### src/logic/lsc_pkg.sv
// constants shared by the limit switch conditioning block
package lsc_pkg;
   localparam int AXES = 4;
   localparam int SW_PER_AXIS = 3;
   localparam int SW_BITS = 12;
   localparam int AW = 8;
   // register byte offsets
   localparam logic [AW-1:0] OFS_SWAP = 8'h00;
   localparam logic [AW-1:0] OFS_DIRINV = 8'h04;
   localparam logic [AW-1:0] OFS_ENABLE = 8'h08;
   localparam logic [AW-1:0] OFS_ENABLE_ALL = 8'h0c;
   localparam logic [AW-1:0] OFS_POLARITY = 8'h10;
   localparam logic [AW-1:0] OFS_ACTUATION = 8'h14;
   localparam logic [AW-1:0] OFS_RAW = 8'h18;
   localparam logic [AW-1:0] OFS_RAW_ONE = 8'h1c;
   localparam logic [AW-1:0] OFS_PROGRESS = 8'h20;
   localparam logic [AW-1:0] OFS_EVENT = 8'h24;
   localparam logic [AW-1:0] OFS_CAP = 8'h28;
   localparam logic [AW-1:0] OFS_TIMEOUT = 8'h2c;
   // field positions inside one axis group of enable, polarity and pins
   localparam int F_LOWER = 0;
   localparam int F_REF = 1;
   localparam int F_UPPER = 2;
   // raw single-read register: index in, index echoed at this position
   localparam int RAW_IDX_POS = 4;
   // event register fields
   localparam int EV_LIM_LO = 8;
   localparam int EV_LIM_HI = 12;
   localparam int EV_CLEAR = 16;
   // cap register fields
   localparam int CAP_STOP_POS = 4;
   // reset values
   localparam logic [3:0] SWAP_RST = 4'h0;
   localparam logic [3:0] DIRINV_RST = 4'h0;
   localparam logic [11:0] ENABLE_RST = 12'hfff;
   localparam logic [11:0] POLARITY_RST = 12'h000;
   // progress character codes, two bits each
   localparam logic [1:0] PROG_NONE = 2'h0;
   localparam logic [1:0] PROG_HOMED = 2'h1;
   localparam logic [1:0] PROG_RANGED = 2'h2;
   localparam logic [1:0] PROG_LIMIT = 2'h3;
   // timing
   localparam int CLK_HZ = 25_000_000;
   localparam int HOME_TIMEOUT_S = 40;
   localparam int SEC_CYCLES = CLK_HZ * 1;
   localparam logic [6:0] TIMEOUT_RST = 7'(HOME_TIMEOUT_S);
   // bus answers
   localparam logic [1:0] RESP_OKAY = 2'h0;
   localparam logic [1:0] RESP_SLVERR = 2'h2;
   typedef enum logic [0:0] {
      CH_IDLE = 1'b0,
      CH_RESP = 1'b1
   } lsc_ch_e;
endpackage : lsc_pkg

### src/logic/lsc_top.sv
// limit switch conditioning for four axes with an axi4-lite register slave
`timescale 1ns/10ps
module lsc_top
   import lsc_pkg::*;
#(
   parameter int TICK_CYCLES = SEC_CYCLES
) (
   // clock and reset
   input wire logic CORE_CLK,
   input wire logic RST,
   // axi4-lite slave
   input wire logic [AW-1:0] S_AWADDR,
   input wire logic S_AWVALID,
   output logic S_AWREADY,
   input wire logic [31:0] S_WDATA,
   input wire logic [3:0] S_WSTRB,
   input wire logic S_WVALID,
   output logic S_WREADY,
   output logic [1:0] S_BRESP,
   output logic S_BVALID,
   input wire logic S_BREADY,
   input wire logic [AW-1:0] S_ARADDR,
   input wire logic S_ARVALID,
   output logic S_ARREADY,
   output logic [31:0] S_RDATA,
   output logic [1:0] S_RRESP,
   output logic S_RVALID,
   input wire logic S_RREADY,
   // switch pins, three per axis: lower, reference, upper
   input wire logic [SW_BITS-1:0] SW_IN,
   // motion engine events and state
   input wire logic [AXES-1:0] HOME_DONE,
   input wire logic [AXES-1:0] RANGE_DONE,
   input wire logic [AXES-1:0] HOME_ACTIVE,
   // axis control outputs
   output logic [AXES-1:0] LOWER_LIMIT,
   output logic [AXES-1:0] UPPER_LIMIT,
   output logic [AXES-1:0] SPEED_CAP,
   output logic [AXES-1:0] RANGE_STOP_EN,
   output logic [2*AXES-1:0] LIMIT_CAPTURE,
   output logic [AXES-1:0] HOME_EXPIRED
);
   logic [SW_BITS-1:0] s_pin;
   logic [3:0] swap;
   logic [3:0] dirinv;
   logic [11:0] en;
   logic [11:0] pol;
   logic [2:0] raw_idx;
   logic [6:0] tmo;
   logic [31:0] prog;
   logic [11:0] act_rep;
   logic [7:0] raw_rep;
   logic [AXES-1:0] homed;
   logic [AXES-1:0] ranged;
   logic [AXES-1:0] xch;
   logic [AXES-1:0] up_eff;
   logic [11:0] act_ph;
   lsc_ch_e wr_st;
   lsc_ch_e rd_st;
   logic aw_held;
   logic w_held;
   logic [AW-1:0] wa;
   logic [31:0] wd;
   logic [3:0] ws;
   logic do_write;
   logic wr_ok;
   logic next_aw_held;
   logic next_w_held;
   logic next_bvalid;
   logic next_rvalid;
   logic [31:0] rd_mux;
   logic rd_ok;
   logic [24:0] tick_cnt;
   logic tick;
   logic [6:0] sec_cnt [AXES];

   function automatic logic [31:0] merge(input logic [31:0] old, input logic [31:0] nv,
                                         input logic [3:0] strb);
      logic [31:0] r;
      r = old;
      for (int b = 0; b < 4; b++) begin
         if (strb[b]) begin
            r[8*b +: 8] = nv[8*b +: 8];
         end
      end
      return r;
   endfunction : merge

   function automatic logic pick(input logic exchange, input logic lo, input logic up);
      return exchange ? up : lo;
   endfunction : pick

   lsc_sync #(.W(SW_BITS)) u_sync (
      .CORE_CLK(CORE_CLK),
      .RST(RST),
      .D(SW_IN),
      .Q(s_pin)
   );

   // switch conditioning
   always_comb begin
      for (int a = 0; a < AXES; a++) begin
         xch[a] = swap[a] ^ dirinv[a];
         up_eff[a] = pick(xch[a], en[3*a+F_UPPER], en[3*a+F_LOWER]);
      end
      for (int i = 0; i < SW_BITS; i++) begin
         act_ph[i] = (s_pin[i] == pol[i]) & en[i];
      end
   end

   always_ff @(posedge CORE_CLK) begin
      if (RST) begin
         LOWER_LIMIT <= '0;
         UPPER_LIMIT <= '0;
         act_rep <= '0;
         raw_rep <= '0;
      end else begin
         for (int a = 0; a < AXES; a++) begin
            // reference bit never reaches the role outputs
            LOWER_LIMIT[a] <= pick(xch[a], act_ph[3*a+F_LOWER], act_ph[3*a+F_UPPER]);
            UPPER_LIMIT[a] <= pick(xch[a], act_ph[3*a+F_UPPER], act_ph[3*a+F_LOWER]);
            act_rep[a] <= pick(xch[a], act_ph[3*a+F_LOWER], act_ph[3*a+F_UPPER]);
            act_rep[AXES+a] <= act_ph[3*a+F_REF];
            act_rep[2*AXES+a] <= pick(xch[a], act_ph[3*a+F_UPPER], act_ph[3*a+F_LOWER]);
            raw_rep[2*a] <= s_pin[3*a+F_LOWER];
            raw_rep[2*a+1] <= s_pin[3*a+F_UPPER];
         end
      end
   end

   // progress report and speed cap
   always_comb begin
      for (int a = 0; a < AXES; a++) begin
         homed[a] = prog[2*a +: 2] == PROG_HOMED;
         ranged[a] = prog[2*(AXES+a) +: 2] == PROG_RANGED;
      end
   end

   always_ff @(posedge CORE_CLK) begin
      if (RST) begin
         prog <= '0;
      end else begin
         for (int a = 0; a < AXES; a++) begin
            // a set in the same cycle as a software clear wins
            if (do_write && wa == OFS_EVENT && ws[2] && wd[EV_CLEAR]) begin
               prog[2*a +: 2] <= PROG_NONE;
               prog[2*(AXES+a) +: 2] <= PROG_NONE;
               prog[2*(2*AXES+a) +: 2] <= PROG_NONE;
               prog[2*(3*AXES+a) +: 2] <= PROG_NONE;
            end
            if (HOME_DONE[a]) begin
               prog[2*a +: 2] <= PROG_HOMED;
            end
            if (RANGE_DONE[a]) begin
               prog[2*(AXES+a) +: 2] <= PROG_RANGED;
            end
            if (do_write && wa == OFS_EVENT && ws[1] && wd[EV_LIM_LO+a]) begin
               prog[2*(2*AXES+a) +: 2] <= PROG_LIMIT;
            end
            if (do_write && wa == OFS_EVENT && ws[1] && wd[EV_LIM_HI+a]) begin
               prog[2*(3*AXES+a) +: 2] <= PROG_LIMIT;
            end
         end
      end
   end

   always_ff @(posedge CORE_CLK) begin
      if (RST) begin
         SPEED_CAP <= '0;
         RANGE_STOP_EN <= '0;
         LIMIT_CAPTURE <= '0;
      end else begin
         for (int a = 0; a < AXES; a++) begin
            SPEED_CAP[a] <= (|en[3*a +: 3]) & ~(homed[a] & (~up_eff[a] | ranged[a]));
            RANGE_STOP_EN[a] <= homed[a] & ranged[a];
            LIMIT_CAPTURE[a] <= HOME_DONE[a];
            LIMIT_CAPTURE[AXES+a] <= RANGE_DONE[a];
         end
      end
   end

   // homing timeout on a one-second tick
   always_ff @(posedge CORE_CLK) begin
      if (RST) begin
         tick_cnt <= '0;
         tick <= 1'b0;
      end else begin
         tick <= tick_cnt == 25'(TICK_CYCLES - 1);
         tick_cnt <= (tick_cnt == 25'(TICK_CYCLES - 1)) ? '0 : tick_cnt + 25'h000_0001;
      end
   end

   always_ff @(posedge CORE_CLK) begin
      if (RST) begin
         HOME_EXPIRED <= '0;
         for (int a = 0; a < AXES; a++) begin
            sec_cnt[a] <= '0;
         end
      end else begin
         for (int a = 0; a < AXES; a++) begin
            if (!HOME_ACTIVE[a]) begin
               sec_cnt[a] <= '0;
            end else if (tick && sec_cnt[a] != 7'h7f) begin
               sec_cnt[a] <= sec_cnt[a] + 7'h01;
            end
            HOME_EXPIRED[a] <= HOME_ACTIVE[a] && sec_cnt[a] >= tmo;
         end
      end
   end

   // axi4-lite write channel
   assign do_write = aw_held && w_held && wr_st == CH_IDLE;
   assign wr_ok = wa == OFS_SWAP || wa == OFS_DIRINV || wa == OFS_ENABLE ||
                  wa == OFS_ENABLE_ALL || wa == OFS_POLARITY || wa == OFS_RAW_ONE ||
                  wa == OFS_EVENT || wa == OFS_TIMEOUT;

   always_comb begin
      next_aw_held = do_write ? 1'b0 : (aw_held | (S_AWVALID & S_AWREADY));
      next_w_held = do_write ? 1'b0 : (w_held | (S_WVALID & S_WREADY));
      next_bvalid = do_write | (S_BVALID & ~S_BREADY);
   end

   always_ff @(posedge CORE_CLK) begin
      if (RST) begin
         wr_st <= CH_IDLE;
         aw_held <= 1'b0;
         w_held <= 1'b0;
         S_AWREADY <= 1'b0;
         S_WREADY <= 1'b0;
         S_BVALID <= 1'b0;
         S_BRESP <= RESP_OKAY;
         wa <= '0;
         wd <= '0;
         ws <= '0;
      end else begin
         if (S_AWVALID && S_AWREADY) begin
            wa <= {S_AWADDR[AW-1:2], 2'b00};
         end
         if (S_WVALID && S_WREADY) begin
            wd <= S_WDATA;
            ws <= S_WSTRB;
         end
         aw_held <= next_aw_held;
         w_held <= next_w_held;
         S_BVALID <= next_bvalid;
         wr_st <= next_bvalid ? CH_RESP : CH_IDLE;
         S_AWREADY <= ~next_aw_held & ~next_bvalid;
         S_WREADY <= ~next_w_held & ~next_bvalid;
         if (do_write) begin
            S_BRESP <= wr_ok ? RESP_OKAY : RESP_SLVERR;
         end
      end
   end

   // software registers
   always_ff @(posedge CORE_CLK) begin
      if (RST) begin
         swap <= SWAP_RST;
         dirinv <= DIRINV_RST;
         en <= ENABLE_RST;
         pol <= POLARITY_RST;
         raw_idx <= '0;
         tmo <= TIMEOUT_RST;
      end else if (do_write) begin
         case (wa)
            OFS_SWAP: swap <= 4'(merge(32'(swap), wd, ws));
            OFS_DIRINV: dirinv <= 4'(merge(32'(dirinv), wd, ws));
            OFS_ENABLE: en <= 12'(merge(32'(en), wd, ws));
            OFS_ENABLE_ALL: begin
               if (ws[0]) begin
                  en <= {4{wd[2:0]}};
               end
            end
            OFS_POLARITY: pol <= 12'(merge(32'(pol), wd, ws));
            OFS_RAW_ONE: raw_idx <= 3'(merge(32'(raw_idx), wd, ws));
            OFS_TIMEOUT: tmo <= 7'(merge(32'(tmo), wd, ws));
            default: begin
            end
         endcase
      end
   end

   // axi4-lite read channel
   always_comb begin
      rd_ok = 1'b1;
      case ({S_ARADDR[AW-1:2], 2'b00})
         OFS_SWAP: rd_mux = 32'(swap);
         OFS_DIRINV: rd_mux = 32'(dirinv);
         OFS_ENABLE: rd_mux = 32'(en);
         OFS_ENABLE_ALL: rd_mux = 32'h0000_0000;
         OFS_POLARITY: rd_mux = 32'(pol);
         OFS_ACTUATION: rd_mux = 32'(act_rep);
         OFS_RAW: rd_mux = 32'(raw_rep);
         OFS_RAW_ONE: rd_mux = 32'({raw_idx, 3'b000, raw_rep[raw_idx]});
         OFS_PROGRESS: rd_mux = prog;
         OFS_EVENT: rd_mux = 32'h0000_0000;
         OFS_CAP: rd_mux = 32'({RANGE_STOP_EN, SPEED_CAP});
         OFS_TIMEOUT: rd_mux = 32'(tmo);
         default: begin
            rd_mux = 32'h0000_0000;
            rd_ok = 1'b0;
         end
      endcase
   end

   assign next_rvalid = (S_ARVALID & S_ARREADY) | ((rd_st == CH_RESP) & ~S_RREADY);

   always_ff @(posedge CORE_CLK) begin
      if (RST) begin
         rd_st <= CH_IDLE;
         S_ARREADY <= 1'b0;
         S_RVALID <= 1'b0;
         S_RDATA <= '0;
         S_RRESP <= RESP_OKAY;
      end else begin
         S_RVALID <= next_rvalid;
         rd_st <= next_rvalid ? CH_RESP : CH_IDLE;
         S_ARREADY <= ~next_rvalid;
         if (S_ARVALID && S_ARREADY) begin
            S_RDATA <= rd_mux;
            S_RRESP <= rd_ok ? RESP_OKAY : RESP_SLVERR;
         end
      end
   end

   // checks
   unswapped_role_a: assert property (@(posedge CORE_CLK) disable iff (RST)
      (!swap[0] && !dirinv[0] && en[0] && s_pin[0] == pol[0]) |=> LOWER_LIMIT[0])
      else $error("unswapped lower switch not reported on lower role");
   swapped_role_a: assert property (@(posedge CORE_CLK) disable iff (RST)
      (swap[1] && !dirinv[1] && en[3] && s_pin[3] == pol[3]) |=> UPPER_LIMIT[1])
      else $error("swapped lower switch not reported on upper role");
   double_swap_a: assert property (@(posedge CORE_CLK) disable iff (RST)
      (swap[2] && dirinv[2] && en[8] && s_pin[8] == pol[8]) |=> UPPER_LIMIT[2])
      else $error("swap and invert together must cancel");
   disabled_quiet_a: assert property (@(posedge CORE_CLK) disable iff (RST)
      (en == 12'h000) ##1 (en == 12'h000) |-> act_rep == 12'h000 && LOWER_LIMIT == 4'h0)
      else $error("disabled switch reported actuated");
   raw_level_a: assert property (@(posedge CORE_CLK) disable iff (RST)
      raw_rep[7] == $past(s_pin[11]) && raw_rep[0] == $past(s_pin[0]))
      else $error("raw level order or value wrong");
   cap_free_a: assert property (@(posedge CORE_CLK) disable iff (RST)
      (en[2:0] == 3'b000) |=> !SPEED_CAP[0])
      else $error("cap applied to axis without switches");
   cap_hold_a: assert property (@(posedge CORE_CLK) disable iff (RST)
      (en[5:3] == 3'b101 && !ranged[1]) |=> SPEED_CAP[1])
      else $error("cap lifted before range measure");
   cap_lift_a: assert property (@(posedge CORE_CLK) disable iff (RST)
      (HOME_DONE[1] && en[5:3] == 3'b011 && !xch[1]) ##1 (en[5:3] == 3'b011 && !xch[1])
      |=> !SPEED_CAP[1])
      else $error("cap not lifted after homing with upper disabled");
   prog_home_a: assert property (@(posedge CORE_CLK) disable iff (RST)
      HOME_DONE[0] |=> (prog[1:0] == PROG_HOMED) && LIMIT_CAPTURE[0])
      else $error("homing not recorded in progress");
   read_answer_a: assert property (@(posedge CORE_CLK) disable iff (RST)
      (S_ARVALID && S_ARREADY) |=> S_RVALID && !S_ARREADY)
      else $error("read answer not one cycle after address");
endmodule : lsc_top

### src/logic/lsc_sync.sv
// two-stage synchroniser for the switch pins
`timescale 1ns/10ps
module lsc_sync #(
   parameter int W = 12
) (
   // clock and reset
   input wire logic CORE_CLK,
   input wire logic RST,
   // data
   input wire logic [W-1:0] D,
   output logic [W-1:0] Q
);
   logic [W-1:0] meta;

   always_ff @(posedge CORE_CLK) begin
      if (RST) begin
         meta <= '0;
         Q <= '0;
      end else begin
         meta <= D;
         Q <= meta;
      end
   end
endmodule : lsc_sync

### config.mk
export PLATFORM = sky130hd
export DESIGN_NAME = lsc_top
export DESIGN_NICKNAME = d
export VERILOG_FILES = /design/src/logic/lsc_pkg.sv /design/src/logic/lsc_top.sv /design/src/logic/lsc_sync.sv
export SDC_FILE = /design/constraint.sdc
export NUM_CORES = 1
export LEC_CHECK = 0
export BUFFER_PORTS_ARGS = -buffer_cell sky130_fd_sc_hd__buf_2
export CAP_MARGIN = 40
export CORE_MARGIN = 4
export CORE_UTILIZATION = 30
export CTS_CLUSTER_SIZE = 40
export DETAILED_ROUTE_END_ITERATION = 10
export MAX_ROUTING_LAYER = met4
export PLACE_DENSITY_LB_ADDON = 0.1
export SLEW_MARGIN = 25
export SYNTH_ARGS = -nofsm -noshare
export SYNTH_HDL_FRONTEND = slang
export SYNTH_SLANG_ARGS = --single-unit
export TNS_END_PERCENT = 20
### constraint.sdc
create_clock -name CORE_CLK -period 3.14 [get_ports CORE_CLK]
set_input_delay 0.314 -clock CORE_CLK [delete_from_list [all_inputs] [get_ports CORE_CLK]]
set_output_delay 0.314 -clock CORE_CLK [all_outputs]
set_load 0.01 [all_outputs]
# == Yosys cells after proc, flatten, opt, wreduce, memory -nomap -nowiden ==
# Memories as Yosys holds them, arrays and structs flattened.
# Cells that the tools add are included.
# totals
n_memories,1
in_bits,83
out_inout_bits,69
latch_bits,0
ram_bits,28
romBits,0
ff_bits,235
# classes
bitwise,66
n_shift,0
div_mod_pow,0
order_cmp,5
add_sub_neg,5
n_mul,0
n_reduce_logical,65
eq_ne,38
mux,83
# memory_table
memory,depth,width,rd,rd_ports_with_merged_regs,wr,line,rtl
sec_cnt,4,7,4,0,4,lsc_top.sv:75,logic [6:0] sec_cnt [AXES];
# op_table
op,count
one-hot mux 32 bit (10 select lines),1
two-way mux 7 bit,8
two-way mux 1 bit,53
== test 6 x 3 -> 1 bit (second input constant),6
== test 6 x 4 -> 1 bit (second input constant),6
nonzero test 2 bit,17
two-way mux 2 bit,16
bitwise AND 1 bit,31
adder 7 x 1 -> 7 bit (second input constant),4
greater-or-equal comparator 7 bit,4
inequality test 7 bit (second input constant),4
adder 25 x 1 -> 25 bit (second input constant),1
== test 25 bit (second input constant),1
logical AND 1 bit,25
== test 6 x 2 -> 1 bit (second input constant),4
one-hot mux 12 bit (2 select lines),1
AND reduction 3 bit,6
OR 1 bit,16
NOT 1 bit,15
== test 1 bit,12
== test 6 x 1 -> 1 bit (second input constant),2
two-way mux 12 bit,1
OR reduction 12 bit,1
OR reduction 3 bit,4
other kinds (11),23

# == Depth between registers and ports, before layout ==
# logic_depth
ltp_word,9
mapped_depth,8
mapped_depth_nobuf,7

# == By module ==
# A second synthesis with hierarchy kept.
# hier_totals
cells_unflattened,1094
hier_area_um2,10124.7
# modules_own_cells
mod,seq_area_each_um2,area_each_um2,instances,cells_each
lsc_top,4464.3,9431.5,1,1044
lsc_sync,480.5,693.2,1,50

# == Least setup slack after synthesis ==
# No wires, ideal clock.
# synth_timing
kind,register -> register
startpoint,register wa[2]
endpoint,register prog[16]
setup_slack_ps,1233
stages_incl_launch_ff,9
n_path_buf,3
arrival_time_ps,1779
cell_sequence,dfxtp_1 buf_2 nor4b_4 nand2_1 or4_1 buf_2 buf_6 a22oi_1 nor2_1
# synth_via
elab_chain_len,5
# synth_rtl
item,line,rtl
from (decl),lsc_top.sv:62,logic [AW-1:0] wa;
from (signal assigned),lsc_top.sv:237,"wa <= {S_AWADDR[AW-1:2], 2'b00};"
== test 6 x 4 -> 1 bit *,"lsc_top.sv:145, lsc_top.sv:157",
logical AND 1 bit *,"lsc_top.sv:145, lsc_top.sv:157",
logical AND 1 bit (on tied branches) (2 in a row),"lsc_top.sv:157, lsc_top.sv:145",
two-way mux 2 bit or nonzero test 2 bit (tied branches),-,
"to (signal, indexed assignment)",lsc_top.sv:146,prog[2*a +: 2] <= PROG_NONE;
"to (signal, indexed assignment)",lsc_top.sv:147,prog[2*(AXES+a) +: 2] <= PROG_NONE;
"to (signal, indexed assignment)",lsc_top.sv:158,prog[2*(2*AXES+a) +: 2] <= PROG_LIMIT;
to (decl),lsc_top.sv:50,logic [31:0] prog;
# Every way passes the cells marked *; elsewhere a longest branch is shown, timed or not.
# A chain may end at the register's enable or synchronous reset.

# == Worst setup path in the final report ==
# layout_timing
startpoint,register tick_cnt[0]
endpoint,register tick_cnt[19]
# layout_via
elab_chain_len,2
# layout_rtl
item,line,rtl
from (decl),lsc_top.sv:73,logic [24:0] tick_cnt;
from (signal assigned),lsc_top.sv:189,tick_cnt <= (tick_cnt == 25'(TICK_CYCLES - 1)) ? '0 : tick_cnt + 25'h000_0001;
"parallel branches: the longest is 2 deep, another holds adder 25 x 1 -> 25 bit",-,
# Several ways; the timed one is not identified.

==> out/qor.yml <==
logic_synthesis:
  synth_cells: 1074
  seq_total_area_yosys: 0.493
  netlist_cell_types: 63
  number_of_enable_type_register_cells_in_the_synthesized_netlist: 28
  yosysWarnings: 0
  asyncSetResetFlopFracSynth: 0
  combined_area_of_all_synthesized_cells_um2: 10000
  synth_area_leaders: "dfxtp_1 41%, edfxtp_1 8.4%, nor2_1 6.3%, nand2_1 4.7%, ha_1 4.1%"
  ys_ff_latch: 233
  biggest_area_consumer_among_synthesized_cells: "dfxtp_1"
  synth-main-ff-cell: "dfxtp_1"
  netlist.area_leader.share: 0.409
  synth_area_per_cell_um2: 9.33
floorplan:
  fp.coreArea_um2: 32800
  starting_density: 0.306
  io-pin-count: 152
  die_width_um: 191
  core.rowCount: 66
  floorplan.die.height_um: 191
  design.die.area_um2: 36400
place:
  gp_congestion: 0.793
  post_dp_cell_area_um2: 11000
  dpl.hpwl_um: 20300
  placedCellCount: 1592
  number_of_input_and_output_port_buffers_inserted: 127
  pre_cts_ws_ns: 0.804
power_and_ir_drop:
  power.total_mw: 6.67
  power-per-cell-area_nw_per_um2: 553
  worst_ir_drop_vdd_uv: 488
  leakage_nw: 5.01
hold_path:
  hold_path_class: "input pin to register"
  min_from: "S_WDATA[8]"
timing:
  setup_slack_ns: 0.835
  report.final.slew_viol_count: 0
  final.min_clock_period_ns: 2.31
  setup_tns_ns: 0
  fin_hold_ws_ns: 0.0257
  worst_slew_margin_rel: 0.484
  finalSetupViolCount: 0
  timing_worst_slew_pin_value_ns: 0.771
  max_freq_mhz: 434
  period_share: 0.734
  clock-skew-final_ns: 0.0141
  report.final.hold_viol_count: 0
  unrepaired_setup_endpoints_after_global_routing: "false"
clock_network:
  clock_sink_count: 233
  clock_edge_transition_at_the_registers_on_the_reported_setup_and_hold_paths_ns: 0.06
  clkLatencyLatePin_ns: 0.53
  cts_buffer_count: 27
  number_of_instances_resized_during_post_cts_repair: 0
  postCtsSetupBuffers: 0
  cts_tree: "built"
  clockBufferDepth: 3
  cts_root_buf: "clkbuf_16"
  h-tree-depth: 1
critical_path:
  slowest_stage: "o31ai_2"
  path_class: "register to register"
  cp_cell_sequence: "ha_1 -> nand4_1 -> or2_2 -> o31ai_2 -> buf_4 -> nor2_1"
  worstSetupEndpointType: "register"
  setup.worst_path.start_class: "register"
  worst_ep_required_time_ns: 3.55
  cp.arrival_ns: 2.71
  critical_path.startpoint: "tick_cnt[0]$_SDFF_PP0_"
  cp_num_buf_inv: 1
  timing.critical_path.slowest_cell_delay_ns: 0.67
  worstPathMaxFanout: 16
  cpLargestDelayFamily: "compound AO/OA/AOI/OAI gates"
  worstReg2RegStart: "tick_cnt[0]$_SDFF_PP0_"
route:
  detail_route.wirelength_um: 28000
  drt_drc_violations_left: 0
  via_count: 7879
  first_iter_violations: 450
  routedWlPerCell_um: 16.8
  drt_pass_1_iters: 5
  detail-route-antenna-nets: 0
  avgViaCountPerCell: 4.74
grt:
  grt_use_total: 0.156
  grt_pass1_wl_um: 43900
  first_global_vias: 7485
  maximum_number_of_pins_on_one_net_before_global_route_repair: 49
  antenna_violations_before_repair: 2
  grt.overflow.total: 0
run:
  timing.max_cap.violations: 0
layout:
  finish.cell_count_without_fillers: 1663
  areaGrowthSynthToFinish_pct: 20.2
  post_route_cells_drive_above_1_share: 0.159
  layout.cell_area.non_filler_um2: 12100
  fillCellCount: 3376
  final_util: 0.368
  nets: 1314
outcome:
  run_status: "finished clean"
## registers in the layout, summed over array words and instances (netlist names), 5 cells and up
name	flops
wd	17
sec_cnt	28
S_RDATA	22
raw_rep	8
tick_cnt	25
u_sync.Q	12
tmo	7
prog	16
en	12
wa	6
pol	12
LIMIT_CAPTURE	8
u_sync.meta	12
act_rep	5
## layout make-up
class	count	area, um2	area share
repair buffers	156	902	0.0749
flip-flops and latches	233	4940	0.410
well taps	442	553	0.0459
clock inverters	8	96.3	0.00799
clock buffers	42	782	0.0649
multi-input cells	763	4700	0.390
inverters	17	63.8	0.00529
diodes	2	5.00	0.000415
## what timing repair did
item                                    in CTS  in global routing
endpoints found under the setup margin       0                  0
hold buffers                                18                  0
endpoints found under the hold margin       19                  0
## placed cells by master, fill, tap and decap left out, types with 17 or more instances in the layout
master         instances
dfxtp_1              205
nor2_1               168
buf_2                127
nand2_1              125
a21oi_1               62
nor2b_1               49
nand3_1               40
mux2i_1               39
ha_1                  33
xnor2_1               30
edfxtp_1              28
clkbuf_16             27
xor2_1                26
a22oi_1               24
and3_1                22
o21ai_0               20
dlygate4sd3_1         18
inv_1                 17
## worst register-to-register path, stage by stage (launching register included)
cell and delay, ns:
dfxtp_1 0.35, ha_1 0.21, nand4_1 0.18, or2_2 0.36, o31ai_2 0.67, buf_4 0.35, nor2_1 0.07
## logic make-up (layout without fill, tap and decap cells)
group	Yosys count	count (layout)	synth area share
compound gates	170	170	0.113
xor+xnor	56	56	0.0489
fa+ha+maj	33	33	0.0412
buf+inv	81	223	0.0392
flops	233	233	0.493
mux	46	46	0.0513
other cells	1	6	0.000374
simple gates	454	454	0.213
## power breakdown
group	internal, mW	total [mW]	leakage [nW]	switching [mW]
Clock	1.87	3.09	0.429	1.22
Combinational	0.163	0.381	2.59	0.218
Sequential	3.10	3.19	1.98	0.0899
## Yosys cell counts, drive strengths merged, types with 3 or more instances
cell and number:
xor2 26, a21oi 62, o211a 4, a32oi 4
and2 5, dfxtp 205, mux4 4, nand4 7
buf 30, mux2 3, nor3 7, o21ai 20
nor2b 49, a31oi 9, and3 22, nor4 5
clkbuf 34, a22oi 24, mux2i 39, ha 33
xnor2 30, nand2 125, a222oi 5, inv 17
o211ai 9, edfxtp 28, nand3 40, a32o 8
nor2 169, nor4b 6, nand2b 7, a221oi 4
a21o 7, o2bb2ai 4
## worst paths after layout
check	end	slack [ns]	cells past startpoint
worst max-delay path	tick_cnt[19]$_SDFF_PP0_	0.83	6
worst min-delay path	wd[8]$_SDFFE_PP0P_	0.03	3
worst max register to register	tick_cnt[19]$_SDFF_PP0_	0.83	6
worst min register to register	u_sync.Q[11]$_SDFF_PP0_	0.43	1
## per-layer routing
| metal | track usage | up-vias | routed length (um) |
|---|---|---|---|
| li1 | - | 3968 | - |
| met1 | 0.233 | 3716 | 14400 |
| met2 | 0.222 | 173 | 11600 |
| met3 | 0.0291 | 22 | 1740 |
| met4 | 0.0262 | 0 | 238 |
| met5 | - | - | 0 |
No activity file was read; power rests on OpenSTA's default activity.
